<file path="src/aswa_consts.svh">
// Purpose: Register offsets, field positions and reset values of the slave port arbiter
// Assumes: Register addresses are byte addresses on the plain register port
// Notes: Definitions only, included by the register block and the arbiter top
`ifndef ASWA_CONSTS_SVH
`define ASWA_CONSTS_SVH

// Register offsets
`define ASWA_OFF_WEIGHT_A 8'h00
`define ASWA_OFF_WEIGHT_B 8'h04
`define ASWA_OFF_LATENCY 8'h08
`define ASWA_OFF_STATUS 8'h0C

// Field geometry
`define ASWA_WF_BITS 5
`define ASWA_LF_BITS 3
`define ASWA_WF_LO_LSB 0
`define ASWA_WF_HI_LSB 8
`define ASWA_LF_A_LSB 0
`define ASWA_LF_B_LSB 8

// Reset values: weight of one, latency field 0 meaning one cycle
`define ASWA_WEIGHT_RST 5'h01
`define ASWA_LAT_RST 3'h0

// Weight field zero stands for the largest weight
`define ASWA_WEIGHT_MAX 6'h20

// Status register layout
`define ASWA_ST_OWNER_LSB 0
`define ASWA_ST_BUSY_BIT 3
`define ASWA_ST_PTR_LSB 4
`define ASWA_ST_LOCK_BIT 6
`define ASWA_ST_IDLE_BIT 7

`endif

</file>
<file path="src/aswa_pkg.sv">
// Purpose: Types shared by the slave port arbiter files
// Assumes: Master codes index the request and lock vectors
// Notes: Constants live in aswa_consts.svh
package aswa_pkg;

    // Master codes, also bit positions in request vectors
    typedef enum logic [2:0] {
        MST_SYSTEM_CONTROLLER = 3'h0,
        MST_HIGH_PERF_DMA = 3'h1,
        MST_FABRIC_IF_A = 3'h2,
        MST_FABRIC_IF_B = 3'h3,
        MST_PERIPHERAL_DMA = 3'h4
    } aswa_mst_e;

    // Kind of slave behind this port
    typedef enum logic [1:0] {
        SLV_OTHER = 2'h0,
        SLV_SRAM_A = 2'h1,
        SLV_SRAM_B = 2'h2
    } aswa_slave_e;

    // Arbiter state, one-hot
    typedef enum logic [1:0] {
        ST_IDLE = 2'h1,
        ST_OWN = 2'h2
    } aswa_state_e;

    typedef logic [5:0] aswa_cnt_t;

endpackage

</file>
<file path="src/aswa_rr_pick.sv">
// Purpose: Rotating pick among the four weighted masters
// Assumes: Pointer names the position that is looked at first
// Notes: Purely combinational
`timescale 1ns/1ps
module aswa_rr_pick (
    // Requests of weighted masters, bit 0 is the high performance DMA
    input wire logic [3:0] i_req,
    input wire logic [1:0] i_ptr,
    // Winner
    output logic [1:0] o_idx,
    output logic o_vld
);

    // Walk from the far end so the nearest requester is kept last
    always_comb begin
        logic [1:0] pos;
        pos = 2'h0;
        o_idx = 2'h0;
        o_vld = 1'b0;
        for (int i = 3; i >= 0; i--) begin
            pos = 2'(i_ptr + 2'(i));
            if (i_req[pos]) begin
                o_idx = pos;
                o_vld = 1'b1;
            end
        end
    end

endmodule

</file>
<file path="src/aswa_cfg_regs.sv">
// Purpose: Weight and latency registers with a status readback
// Assumes: Plain register port, read data valid only in the cycle after the strobe
// Notes: Unmapped addresses read zero and ignore writes
`timescale 1ns/1ps
`include "aswa_consts.svh"
module aswa_cfg_regs (
    // Clock and reset
    input wire logic i_core_clk,
    input wire logic i_rst_b,
    input wire logic i_ce,
    // Register port
    input wire logic [7:0] i_reg_addr,
    input wire logic [31:0] i_reg_wdata,
    input wire logic i_reg_wr,
    input wire logic i_reg_rd,
    output logic [31:0] o_reg_rdata,
    // Block state and configuration
    input wire logic [7:0] i_status,
    output logic [19:0] o_weight_cfg,
    output logic [5:0] o_lat_cfg
);

    logic [3:0][4:0] weight_q;
    logic [1:0][2:0] lat_q;

    // Writes take effect at once, even while arbitrating
    always_ff @(posedge i_core_clk or negedge i_rst_b) begin
        if (!i_rst_b) begin
            weight_q <= {4{`ASWA_WEIGHT_RST}};
            lat_q <= {2{`ASWA_LAT_RST}};
        end else if (i_ce && i_reg_wr) begin
            if (i_reg_addr == `ASWA_OFF_WEIGHT_A) begin
                weight_q[0] <= i_reg_wdata[`ASWA_WF_LO_LSB +: `ASWA_WF_BITS];
                weight_q[1] <= i_reg_wdata[`ASWA_WF_HI_LSB +: `ASWA_WF_BITS];
            end
            if (i_reg_addr == `ASWA_OFF_WEIGHT_B) begin
                weight_q[2] <= i_reg_wdata[`ASWA_WF_LO_LSB +: `ASWA_WF_BITS];
                weight_q[3] <= i_reg_wdata[`ASWA_WF_HI_LSB +: `ASWA_WF_BITS];
            end
            if (i_reg_addr == `ASWA_OFF_LATENCY) begin
                lat_q[0] <= i_reg_wdata[`ASWA_LF_A_LSB +: `ASWA_LF_BITS];
                lat_q[1] <= i_reg_wdata[`ASWA_LF_B_LSB +: `ASWA_LF_BITS];
            end
        end
    end

    // Read data stand one cycle, zero otherwise
    always_ff @(posedge i_core_clk or negedge i_rst_b) begin
        if (!i_rst_b) begin
            o_reg_rdata <= 32'h0;
        end else if (i_ce) begin
            o_reg_rdata <= 32'h0;
            if (i_reg_rd) begin
                unique case (i_reg_addr)
                    `ASWA_OFF_WEIGHT_A: o_reg_rdata <= {19'h0, weight_q[1], 3'h0, weight_q[0]};
                    `ASWA_OFF_WEIGHT_B: o_reg_rdata <= {19'h0, weight_q[3], 3'h0, weight_q[2]};
                    `ASWA_OFF_LATENCY: o_reg_rdata <= {21'h0, lat_q[1], 5'h0, lat_q[0]};
                    `ASWA_OFF_STATUS: o_reg_rdata <= {24'h0, i_status};
                    default: o_reg_rdata <= 32'h0;
                endcase
            end
        end
    end

    assign o_weight_cfg = weight_q;
    assign o_lat_cfg = lat_q;

endmodule

</file>
<file path="src/aswa_arbiter.sv">
// Purpose: Arbiter of one slave port of a multi-layer AHB-Lite matrix
// Assumes: Requests, locks and HREADY come from logic on the same clock
// Notes: Grant is registered and takes effect in the cycle after the decision
//
// The strobed register port and the register offsets were left to the implementer.
`timescale 1ns/1ps
`include "aswa_consts.svh"
module aswa_arbiter #(
    parameter aswa_pkg::aswa_slave_e SLAVE_KIND = aswa_pkg::SLV_SRAM_A
) (
    // Clock, reset, enable
    input wire logic i_core_clk,
    input wire logic i_rst_b,
    input wire logic i_ce,
    // Master side, bit index is the master code
    input wire logic [4:0] i_req,
    input wire logic [4:0] i_lock,
    // Slave side of the current transfer
    input wire logic i_hready,
    input wire logic i_hwrite,
    // Register port
    input wire logic [7:0] i_reg_addr,
    input wire logic [31:0] i_reg_wdata,
    input wire logic i_reg_wr,
    input wire logic i_reg_rd,
    output logic [31:0] o_reg_rdata,
    // Grant and status
    output logic [4:0] o_grant,
    output logic [2:0] o_owner,
    output logic o_idle_ins
);

    // Weight field decode, zero stands for the top weight
    function automatic aswa_pkg::aswa_cnt_t weight_of(input logic [4:0] fld);
        return (fld == 5'h00) ? `ASWA_WEIGHT_MAX : {1'b0, fld};
    endfunction

    // Smaller of two counts
    function automatic aswa_pkg::aswa_cnt_t min_cnt(input aswa_pkg::aswa_cnt_t a, input aswa_pkg::aswa_cnt_t b);
        return (a < b) ? a : b;
    endfunction

    localparam logic IS_SRAM = (SLAVE_KIND != aswa_pkg::SLV_OTHER);

    aswa_pkg::aswa_state_e state_q;
    aswa_pkg::aswa_mst_e own_q;
    aswa_pkg::aswa_cnt_t cnt_q;
    logic [1:0] ptr_q;
    logic last_wr_q;
    logic [4:0] grant_q;
    logic idle_q;

    logic [19:0] weight_cfg;
    logic [5:0] lat_cfg;
    logic [7:0] status;
    logic [2:0] own_bits;
    logic [1:0] own_wrr_idx;
    logic own_busy;
    logic own_wrr;
    logic own_req;
    logic own_lock;
    aswa_pkg::aswa_cnt_t own_weight;
    aswa_pkg::aswa_cnt_t lat_c;
    aswa_pkg::aswa_cnt_t allow;
    logic beat_raw;
    logic gap;
    logic beat;
    logic done;
    logic release_c;
    logic [1:0] pk_idx;
    logic pk_vld;
    logic nxt_vld;
    aswa_pkg::aswa_mst_e nxt_own;
    logic [1:0] ptr_after;
    logic [1:0] pick_ptr;

    // Configuration registers and status readback
    aswa_cfg_regs u_cfg (
        .i_core_clk(i_core_clk),
        .i_rst_b(i_rst_b),
        .i_ce(i_ce),
        .i_reg_addr(i_reg_addr),
        .i_reg_wdata(i_reg_wdata),
        .i_reg_wr(i_reg_wr),
        .i_reg_rd(i_reg_rd),
        .o_reg_rdata(o_reg_rdata),
        .i_status(status),
        .o_weight_cfg(weight_cfg),
        .o_lat_cfg(lat_cfg)
    );

    // Second level: rotation among weighted masters
    aswa_rr_pick u_pick (
        .i_req(i_req[4:1]),
        .i_ptr(pick_ptr),
        .o_idx(pk_idx),
        .o_vld(pk_vld)
    );

    // Owner decode
    assign own_bits = own_q;
    assign own_wrr_idx = 2'(own_bits - 3'h1);
    assign own_busy = (state_q == aswa_pkg::ST_OWN);
    assign own_wrr = own_busy && (own_q != aswa_pkg::MST_SYSTEM_CONTROLLER);
    assign own_req = i_req[own_bits];
    assign own_lock = own_busy && i_lock[own_bits];
    // Index of the next weighted master wraps from the last one to the first
    assign ptr_after = own_bits[1:0];
    // A releasing weighted owner is looked at last, so it must rearbitrate behind the others
    assign pick_ptr = (own_wrr && release_c) ? ptr_after : ptr_q;

    // Allowance of the current owner, read live so rewrites apply at once
    always_comb begin
        own_weight = weight_of(weight_cfg[own_wrr_idx*5 +: 5]);
        if (SLAVE_KIND == aswa_pkg::SLV_SRAM_B) begin
            lat_c = aswa_pkg::aswa_cnt_t'({3'h0, lat_cfg[5:3]}) + 6'h01;
        end else begin
            lat_c = aswa_pkg::aswa_cnt_t'({3'h0, lat_cfg[2:0]}) + 6'h01;
        end
        if (own_q == aswa_pkg::MST_SYSTEM_CONTROLLER) begin
            allow = 6'h01;
        end else if (IS_SRAM) begin
            allow = min_cnt(own_weight, lat_c);
        end else begin
            allow = own_weight;
        end
    end

    // Beat accounting; the SRAM turnaround cycle is not a transfer
    assign beat_raw = own_busy && i_hready && own_req;
    assign gap = IS_SRAM && last_wr_q && beat_raw && !i_hwrite;
    assign beat = beat_raw && !gap;
    assign done = beat && ((cnt_q + 6'h01) >= allow);

    // Free for rearbitration: idle, allotment spent, or owner gone; a lock overrides both
    // An allowance already spent under lock is given up as soon as the lock ends
    assign release_c = !own_busy || (!own_lock && (done || !own_req || (cnt_q >= allow)));

    // First level: fixed master ahead of the rotation
    assign nxt_vld = i_req[0] || pk_vld;
    assign nxt_own = i_req[0] ? aswa_pkg::MST_SYSTEM_CONTROLLER
                              : aswa_pkg::aswa_mst_e'(3'({1'b0, pk_idx}) + 3'h1);

    // Ownership and state
    always_ff @(posedge i_core_clk or negedge i_rst_b) begin
        if (!i_rst_b) begin
            state_q <= aswa_pkg::ST_IDLE;
            own_q <= aswa_pkg::MST_SYSTEM_CONTROLLER;
        end else if (i_ce && release_c) begin
            unique case (1'b1)
                nxt_vld: begin
                    state_q <= aswa_pkg::ST_OWN;
                    own_q <= nxt_own;
                end
                default: begin
                    state_q <= aswa_pkg::ST_IDLE;
                end
            endcase
        end
    end

    // Transfer count of the current tenure, held at top while locked
    always_ff @(posedge i_core_clk or negedge i_rst_b) begin
        if (!i_rst_b) begin
            cnt_q <= 6'h00;
        end else if (i_ce) begin
            if (release_c) begin
                cnt_q <= 6'h00;
            end else if (beat && (cnt_q != 6'h3F)) begin
                cnt_q <= cnt_q + 6'h01;
            end
        end
    end

    // Rotation pointer moves only when a weighted owner lets go
    always_ff @(posedge i_core_clk or negedge i_rst_b) begin
        if (!i_rst_b) begin
            ptr_q <= 2'h0;
        end else if (i_ce && own_wrr && release_c) begin
            ptr_q <= ptr_after;
        end
    end

    // Last counted beat direction for the SRAM turnaround
    always_ff @(posedge i_core_clk or negedge i_rst_b) begin
        if (!i_rst_b) begin
            last_wr_q <= 1'b0;
            idle_q <= 1'b0;
        end else if (i_ce) begin
            idle_q <= gap;
            if (gap) begin
                last_wr_q <= 1'b0;
            end else if (beat) begin
                last_wr_q <= i_hwrite;
            end
        end
    end

    // One-hot grant registered with the owner
    always_ff @(posedge i_core_clk or negedge i_rst_b) begin
        if (!i_rst_b) begin
            grant_q <= 5'h00;
        end else if (i_ce && release_c) begin
            grant_q <= nxt_vld ? 5'(5'h01 << nxt_own) : 5'h00;
        end
    end

    assign status = {idle_q, own_lock, ptr_q, own_busy, own_bits};
    assign o_grant = grant_q;
    assign o_owner = own_q;
    assign o_idle_ins = idle_q;
endmodule

</file>
<file path="config.mk">
export PLATFORM = sky130hd
export DESIGN_NAME = aswa_arbiter
export DESIGN_NICKNAME = d
export VERILOG_FILES = /design/src/aswa_pkg.sv /design/src/aswa_rr_pick.sv /design/src/aswa_cfg_regs.sv /design/src/aswa_arbiter.sv
export VERILOG_INCLUDE_DIRS = /design/src
export SDC_FILE = /design/constraint.sdc
export NUM_CORES = 1
export LEC_CHECK = 0
export BUFFER_PORTS_ARGS = -buffer_cell sky130_fd_sc_hd__buf_2
export CORE_UTILIZATION = 28
export DETAILED_ROUTE_END_ITERATION = 6
export GPL_TIMING_DRIVEN = 0
export SLEW_MARGIN = 10
export SYNTH_ARGS = -nofsm -noshare
export SYNTH_HDL_FRONTEND = slang
export SYNTH_SLANG_ARGS = --single-unit
</file>
<file path="constraint.sdc">
create_clock -name i_core_clk -period 7.75 [get_ports i_core_clk]
set_input_delay 0.775 -clock i_core_clk [delete_from_list [all_inputs] [get_ports i_core_clk]]
set_output_delay 0.775 -clock i_core_clk [all_outputs]
set_load 0.05 [all_outputs]
</file>
# --- Yosys cells after proc, flatten, opt, wreduce, memory -nomap -nowiden ---
# Cells that the tools add are included.
totals:
  reg_bits: 78
  in_bits: 57
  output_inout_bits: 41
  elab_cells: 106
classes:
  addsub: 7
  multipliers: 1
  magnitude_cmp: 8
  n_eq_ne: 5
  shift: 2
  n_mux: 33
  reduce_logical: 36
ops:
  columns: ["cell", "n"]
  rows:
  - ["13-bit one-hot mux with 4 select lines", 1]
  - ["32-bit two-way mux", 1]
  - ["6-bit two-way mux", 5]
  - ["20-bit by 6-bit variable part select with 5-bit output", 1]
  - ["8-bit by 4-bit == test with 1-bit output, second input constant", 2]
  - ["1-bit logical AND", 15]
  - ["6-bit greater-or-equal comparator", 2]
  - ["2-bit by 3-bit < comparator with 1-bit output, second input constant", 4]
  - ["1-bit two-way mux", 12]
  - ["2-bit two-way mux", 6]
  - ["2-bit AND reduction", 6]
  - ["1-bit binary-select mux with 2-bit select", 4]
  - ["8-bit by 3-bit == test with 1-bit output, second input constant", 1]
  - ["8-bit logical NOT", 1]
  - ["6-bit by 1-bit adder with 6-bit output, second input constant", 1]
  - ["1-bit binary-select mux with 3-bit select", 2]
  - ["6-bit by 4-bit < comparator with 1-bit output", 1]
  - ["6-bit != test, second input constant", 1]
  - ["1-bit logical NOT", 5]
  - ["5-bit logical NOT", 1]
  - ["2-bit by 3-bit multiplier with 5-bit output, second input constant", 1]
  - ["5-bit two-way mux", 1]
  - ["1-bit by 3-bit << shifter with 5-bit output, first input constant", 1]
  - ["2-bit adder, second input constant", 2]
  - ["other kinds (11)", 15]

# --- Depth between registers and ports, before layout ---
logic_depth:
  ltp_word: 27
  mapped_depth: 24
  ltp_nobuf: 22

# --- By module ---
# From an unflattened synthesis, not the netlist that was laid out.
unflattened:
  hier_cells: 348
  area_unflattened_um2: 3849.9
by_module_without_submodules:
  columns: ["module", "n_inst", "cells_each", "area_per_inst_um2", "seq_area_each_um2"]
  rows:
  - ["aswa_cfg_regs", 1, 154, 1909.3, 980.9]
  - ["aswa_arbiter", 1, 181, 1863.0, 501.7]
  - ["aswa_rr_pick", 1, 13, 77.6, 0.0]

# --- Worst setup path before layout ---
# Ideal clock, no wire load.
synth_path:
  kind: "reg2reg"
  startpoint: "reg own_q[0], in the netlist o_owner[0]"
  endpoint: "reg grant_q[4], in the netlist o_grant[4]"
  setup_time_ns: 0.090
  arrival_time_ns: 6.256
  required_time_ns: 7.660
  setup_slack_ns: 1.404
  path_stages_with_launch: 24
  n_path_buf: 2
  period_less_slack_ns: 6.346
  path_cell_list: "dfrtp_1 clkbuf_1 inv_1 ha_1 clkbuf_1 mux4_2 ha_1 o21a_1 o21a_1 o21ai_0 nand3_1 nor3_1 a31oi_1 ha_1 nor3b_1 o21ai_0 o2111ai_1 a32o_1 o21a_1 o31ai_2 nor2_1 ha_1 or4_4 o31ai_4"
synth_between:
  elab_chain_cells: 27
  elab_cells_between_ends: 57
  classes_between: "add/sub: 5; mul: 1; order compare: 3; shift: 2; mux: 26; reduce/logical: 20"
synth_rtl:
  columns: ["element", "line", "text"]
  rows:
  - ["start: declaration", "aswa_arbiter.sv:46", "aswa_pkg::aswa_mst_e own_q;"]
  - ["start signal: assignment", "aswa_arbiter.sv:148", "own_q <= aswa_pkg::MST_SYSTEM_CONTROLLER;"]
  - ["start signal: assignment", "aswa_arbiter.sv:153", "own_q <= nxt_own;"]
  - ["2-bit by 1-bit subtractor with 2-bit output", "aswa_arbiter.sv:102", "assign own_wrr_idx = 2'(own_bits - 3'h1);"]
  - ["2-bit by 3-bit multiplier with 5-bit output", "aswa_arbiter.sv:114", "own_weight = weight_of(weight_cfg[own_wrr_idx*5 +: 5]);"]
  - ["20-bit by 6-bit variable part select with 5-bit output", "aswa_arbiter.sv:114", null]
  - ["5-bit logical NOT", "aswa_arbiter.sv:35", "return (fld == 5'h00) ? `ASWA_WEIGHT_MAX : {1'b0, fld};"]
  - ["6-bit two-way mux", "aswa_arbiter.sv:35", null]
  - ["6-bit by 4-bit < comparator with 1-bit output", "aswa_arbiter.sv:40", "return (a < b) ? a : b;"]
  - ["6-bit two-way mux", "aswa_arbiter.sv:40", null]
  - ["6-bit two-way mux", "aswa_arbiter.sv:120", "if (own_q == aswa_pkg::MST_SYSTEM_CONTROLLER) begin"]
  - ["(+8 left out)", null, null]
  - ["2-bit adder", "aswa_rr_pick.sv:21", "pos = 2'(i_ptr + 2'(i));"]
  - ["1-bit binary-select mux with 2-bit select", "aswa_rr_pick.sv:22", "if (i_req[pos]) begin"]
  - ["1-bit two-way mux (not written as such)", "aswa_rr_pick.sv:22", null]
  - ["2-bit two-way mux (4 in a row)", "aswa_rr_pick.sv:22", null]
  - ["2-bit by 1-bit adder with 3-bit output", "aswa_arbiter.sv:142", ": aswa_pkg::aswa_mst_e'(3'({1'b0, pk_idx}) + 3'h1);"]
  - ["3-bit two-way mux", "aswa_arbiter.sv:141", "assign nxt_own = i_req[0] ? aswa_pkg::MST_SYSTEM_CONTROLLER"]
  - ["1-bit by 3-bit << shifter with 5-bit output", "aswa_arbiter.sv:204", "grant_q <= nxt_vld ? 5'(5'h01 << nxt_own) : 5'h00;"]
  - ["5-bit two-way mux", "aswa_arbiter.sv:204", null]
  - ["end signal: assignment", "aswa_arbiter.sv:204", null]
  - ["end: declaration", "aswa_arbiter.sv:50", "logic [4:0] grant_q;"]
# Parallel ways exist; a longest one is shown, timed or not. The select of a mux whose other input is x is not followed.
# A chain may end at the register's enable or synchronous reset.

# --- Worst setup path after layout ---
# Same ends and word-level chain as after synthesis.

==> impl_metrics.env <==
export IMPL_crit_arrival_ns=7.30
export IMPL_critPathMaxFanout=10
export IMPL_synth_area_mm2=0.003794
export IMPL_portBuffers=54
export IMPL_syn_avg_cell_area_um2=10.37
export IMPL_mostFrequentLayoutCells="54 x dfrtp_1, 53 x buf_2, 27 x nand2_1, 27 x mux2_2, 26 x o21ai_0"
export IMPL_postCtsResizedCells=0
export IMPL_synth_seq_cells=59
export IMPL_cts_root_buf="clkbuf_16"
export IMPL_hpwl_um=7306
export IMPL_fin_crit_sh_pct=91.05
export IMPL_dr_pass1_iters=4
export IMPL_via_per_inst=4.821
export IMPL_vdd_drop_max_mv=0.1152
export IMPL_grt_max_degree=60
export IMPL_io_pins=98
export IMPL_clkPwrFrac_pct=32.0
export IMPL_p_sw_share_pct=38.01
export IMPL_grt_use_met3_pct=3.668
export IMPL_die_y_um=118.4
export IMPL_path_class="reg -> reg"
export IMPL_startpoint_type="flip-flop"
export IMPL_diodes=0
export IMPL_holdWs_ns=0.4670
export IMPL_antenna_left=0
export IMPL_gp_congestion=0.8802
export IMPL_finalClockSkew_ns=0.009621
export IMPL_rsz0062_at_grt="no"
export IMPL_setup_tns_final_ns=0
export IMPL_setup_viol=0
export IMPL_fmax_ghz=0.1417
export IMPL_wl_um=9483
export IMPL_dpl_instance_area_mm2=0.004365
export IMPL_cts_tree="built"
export IMPL_grt_pass1_wl_um=15780
export IMPL_synthFlopType="dfrtp_1"
export IMPL_met1_usage_pct=19.44
export IMPL_die_x_um=118.4
export IMPL_num_vias=3052
export IMPL_cts_max_level=3
export IMPL_antenna_found_initial=0
export IMPL_sequentialPowerShare_pct=31.5
export IMPL_syn2layout_area_growth_pct=22.99
export IMPL_wire_per_inst_um=14.98
export IMPL_max_clock_path_buffers=2
export IMPL_pwr_share_comb_pct=36.5
export IMPL_relSlewSlack_pct=45.83
export IMPL_cap_violations=0
export IMPL_numCtsBuffers=9
export IMPL_yosysWarnings=0
export IMPL_rows=42
export IMPL_area_sequential_mm2=0.001483
export IMPL_drive_above_1_share_pct=31.51
export IMPL_drv_slew=0
export IMPL_worstMarginPinSlew_ns=0.8066
export IMPL_yosysSeqAreaShare_pct=39.08
export IMPL_p_leak_nw=2.178
export IMPL_cts_clk_slew_worst_paths_ns=0.05
export IMPL_switching_power_mw=0.4522
export IMPL_endpoint_kind="flip-flop"
export IMPL_synth_cells=366
export IMPL_fin_area_mm2=0.004666
export IMPL_n_fill_cell=1363
export IMPL_grt_pass1_vias=3077
export IMPL_status="completed"
export IMPL_track_usage_pct=14.39
export IMPL_dieArea_mm2=0.01402
export IMPL_clock_latency_ns=0.33
export IMPL_layout_min_cycle_time_ns=7.056
export IMPL_initial_core_util_pct=28.65
export IMPL_hold_violations=0
export IMPL_ctsHoldBuffers=0
export IMPL_multi_input_area_mm2=0.002121
export IMPL_power_density_mw_per_mm2=254.9
export IMPL_clock_sinks=59
export IMPL_grt_ovfl_total=0
export IMPL_synth_edff_count=0
export IMPL_hold_class="reg -> reg"
export IMPL_critPathRequiredTime_ns=8.00
export IMPL_met2_usage_pct=22.54
export IMPL_synth_distinct_cells=60
export IMPL_finalNetCount=529
export IMPL_p_int_mw=0.7373
export IMPL_core_area_mm2=0.01324
export IMPL_postCtsSetupBuffers=0
export IMPL_gr_max_usage_layer="met2"
export IMPL_ys_async_sr_fraction_pct=100.0
export IMPL_drtIter0Drc=211
export IMPL_drc_errors=0
export IMPL_final_common_cell="dfrtp_1"
-- worst max-delay path, stage by stage, from the launching register on --
cell and delay, ns:
dfrtp_1 0.47, clkbuf_1 0.49, inv_1 0.20, ha_1 0.32, clkbuf_1 0.36, mux4_2 0.61, ha_1 0.32, o21a_1 0.11
o21a_1 0.16, o21ai_0 0.25, nand3_1 0.26, a32o_1 0.28, nand2_1 0.10, ha_1 0.18, o21ai_0 0.09, o21ai_0 0.18
o2111ai_1 0.36, a32o_1 0.42, nor4b_2 0.39, or2_1 0.27, nor2_1 0.08, ha_1 0.37, or4_4 0.55, o31ai_4 0.17
-- synth_stat cells (9+ instances only) --
master    count  area [um2]
ha_1         20       250.2
mux4_2       10       225.2
nor2_1       17       63.81
mux2i_1      11       110.1
mux2_2       27       304.0
nand3_1      24       120.1
inv_1        22       82.58
nand2_1      27       101.4
dfrtp_1      54        1351
o21ai_0      26       130.1
clkbuf_1      9       33.78
buf_4        19       142.6
-- sequential cells by signal, summed over array words and instances, names as in the netlist, 2 cells and up --
register / flops
cnt_q: 6
ptr_q: 2
o_owner: 3
o_grant: 5
u_cfg.o_weight_cfg: 20
state_q: 2
u_cfg.o_lat_cfg: 6
u_cfg.o_reg_rdata: 13
-- final timing paths --
check	start	endpoint	slack, ns	cells after the start
setup / recovery	o_owner[0]	o_grant[4]	0.69	23
hold / removal	state_q[0]	state_q[0]	0.47	2
setup reg to reg	o_owner[0]	o_grant[4]	0.69	23
hold reg to reg	state_q[0]	state_q[0]	0.47	2
max in group asynchronous	i_rst_b	u_cfg.o_weight_cfg[2]	6.72	1
min in group asynchronous	i_rst_b	cnt_q[3]	0.51	1
-- cells by family (layout without fill, tap and decap cells) --
kind of cell | after synthesis | after routing | synth area share [%]
buffers and inverters | 53 | 123 | 7.322
AOI/OAI and AO/OA | 76 | 76 | 14.71
adders and majority gates | 20 | 20 | 6.596
other | 2 | 23 | 0.1980
and+or+nand+nor | 103 | 103 | 14.08
DFF | 59 | 59 | 39.08
muxes | 48 | 48 | 16.85
xor gates and xnor gates | 5 | 5 | 1.155
-- per-layer routing --
layer,share of wire (%),vias up
met3,6.0,11
met1,47,1483
met4,1.3,0
met2,46,85
li1,-,1473
met5,0,-
-- final cells by class --
class | count | share of cell area [%]
Inverter | 22 | 1.770
Tap cell | 176 | 4.720
Clock inverter | 3 | 0.4559
Timing Repair Buffer | 54 | 5.846
Multi-Input combinational cell | 275 | 45.45
Sequential cell | 59 | 31.78
Buffer | 31 | 4.183
Clock buffer | 13 | 5.792
-- power by group through the flow --
stage	clock network [mW]	registers [mW]	logic (mW)
floorplan	0	0.422	0.283
global placement	0	0.378	0.426
detailed placement	0	0.380	0.433
CTS	0.386	0.375	0.435
global route	0.406	0.380	0.476
finish	0.380	0.375	0.434
-- per-stage QoR --
stage / util [%] / setup slack [ns] / total power [mW] / instances
detailed placement: 32.96 / 0.7739 / 0.8129 / 617
CTS: 35.17 / 0.7458 / 1.197 / 633
global route: 35.23 / 0.2383 / 1.262 / 633
global placement: 32.95 / 0.9485 / 0.8040 / 617
finish: 35.23 / 0.6936 / 1.190 / 633
floorplan: - / 1.404 / 0.7047 / 387
Power figures use the tool's default switching activity.
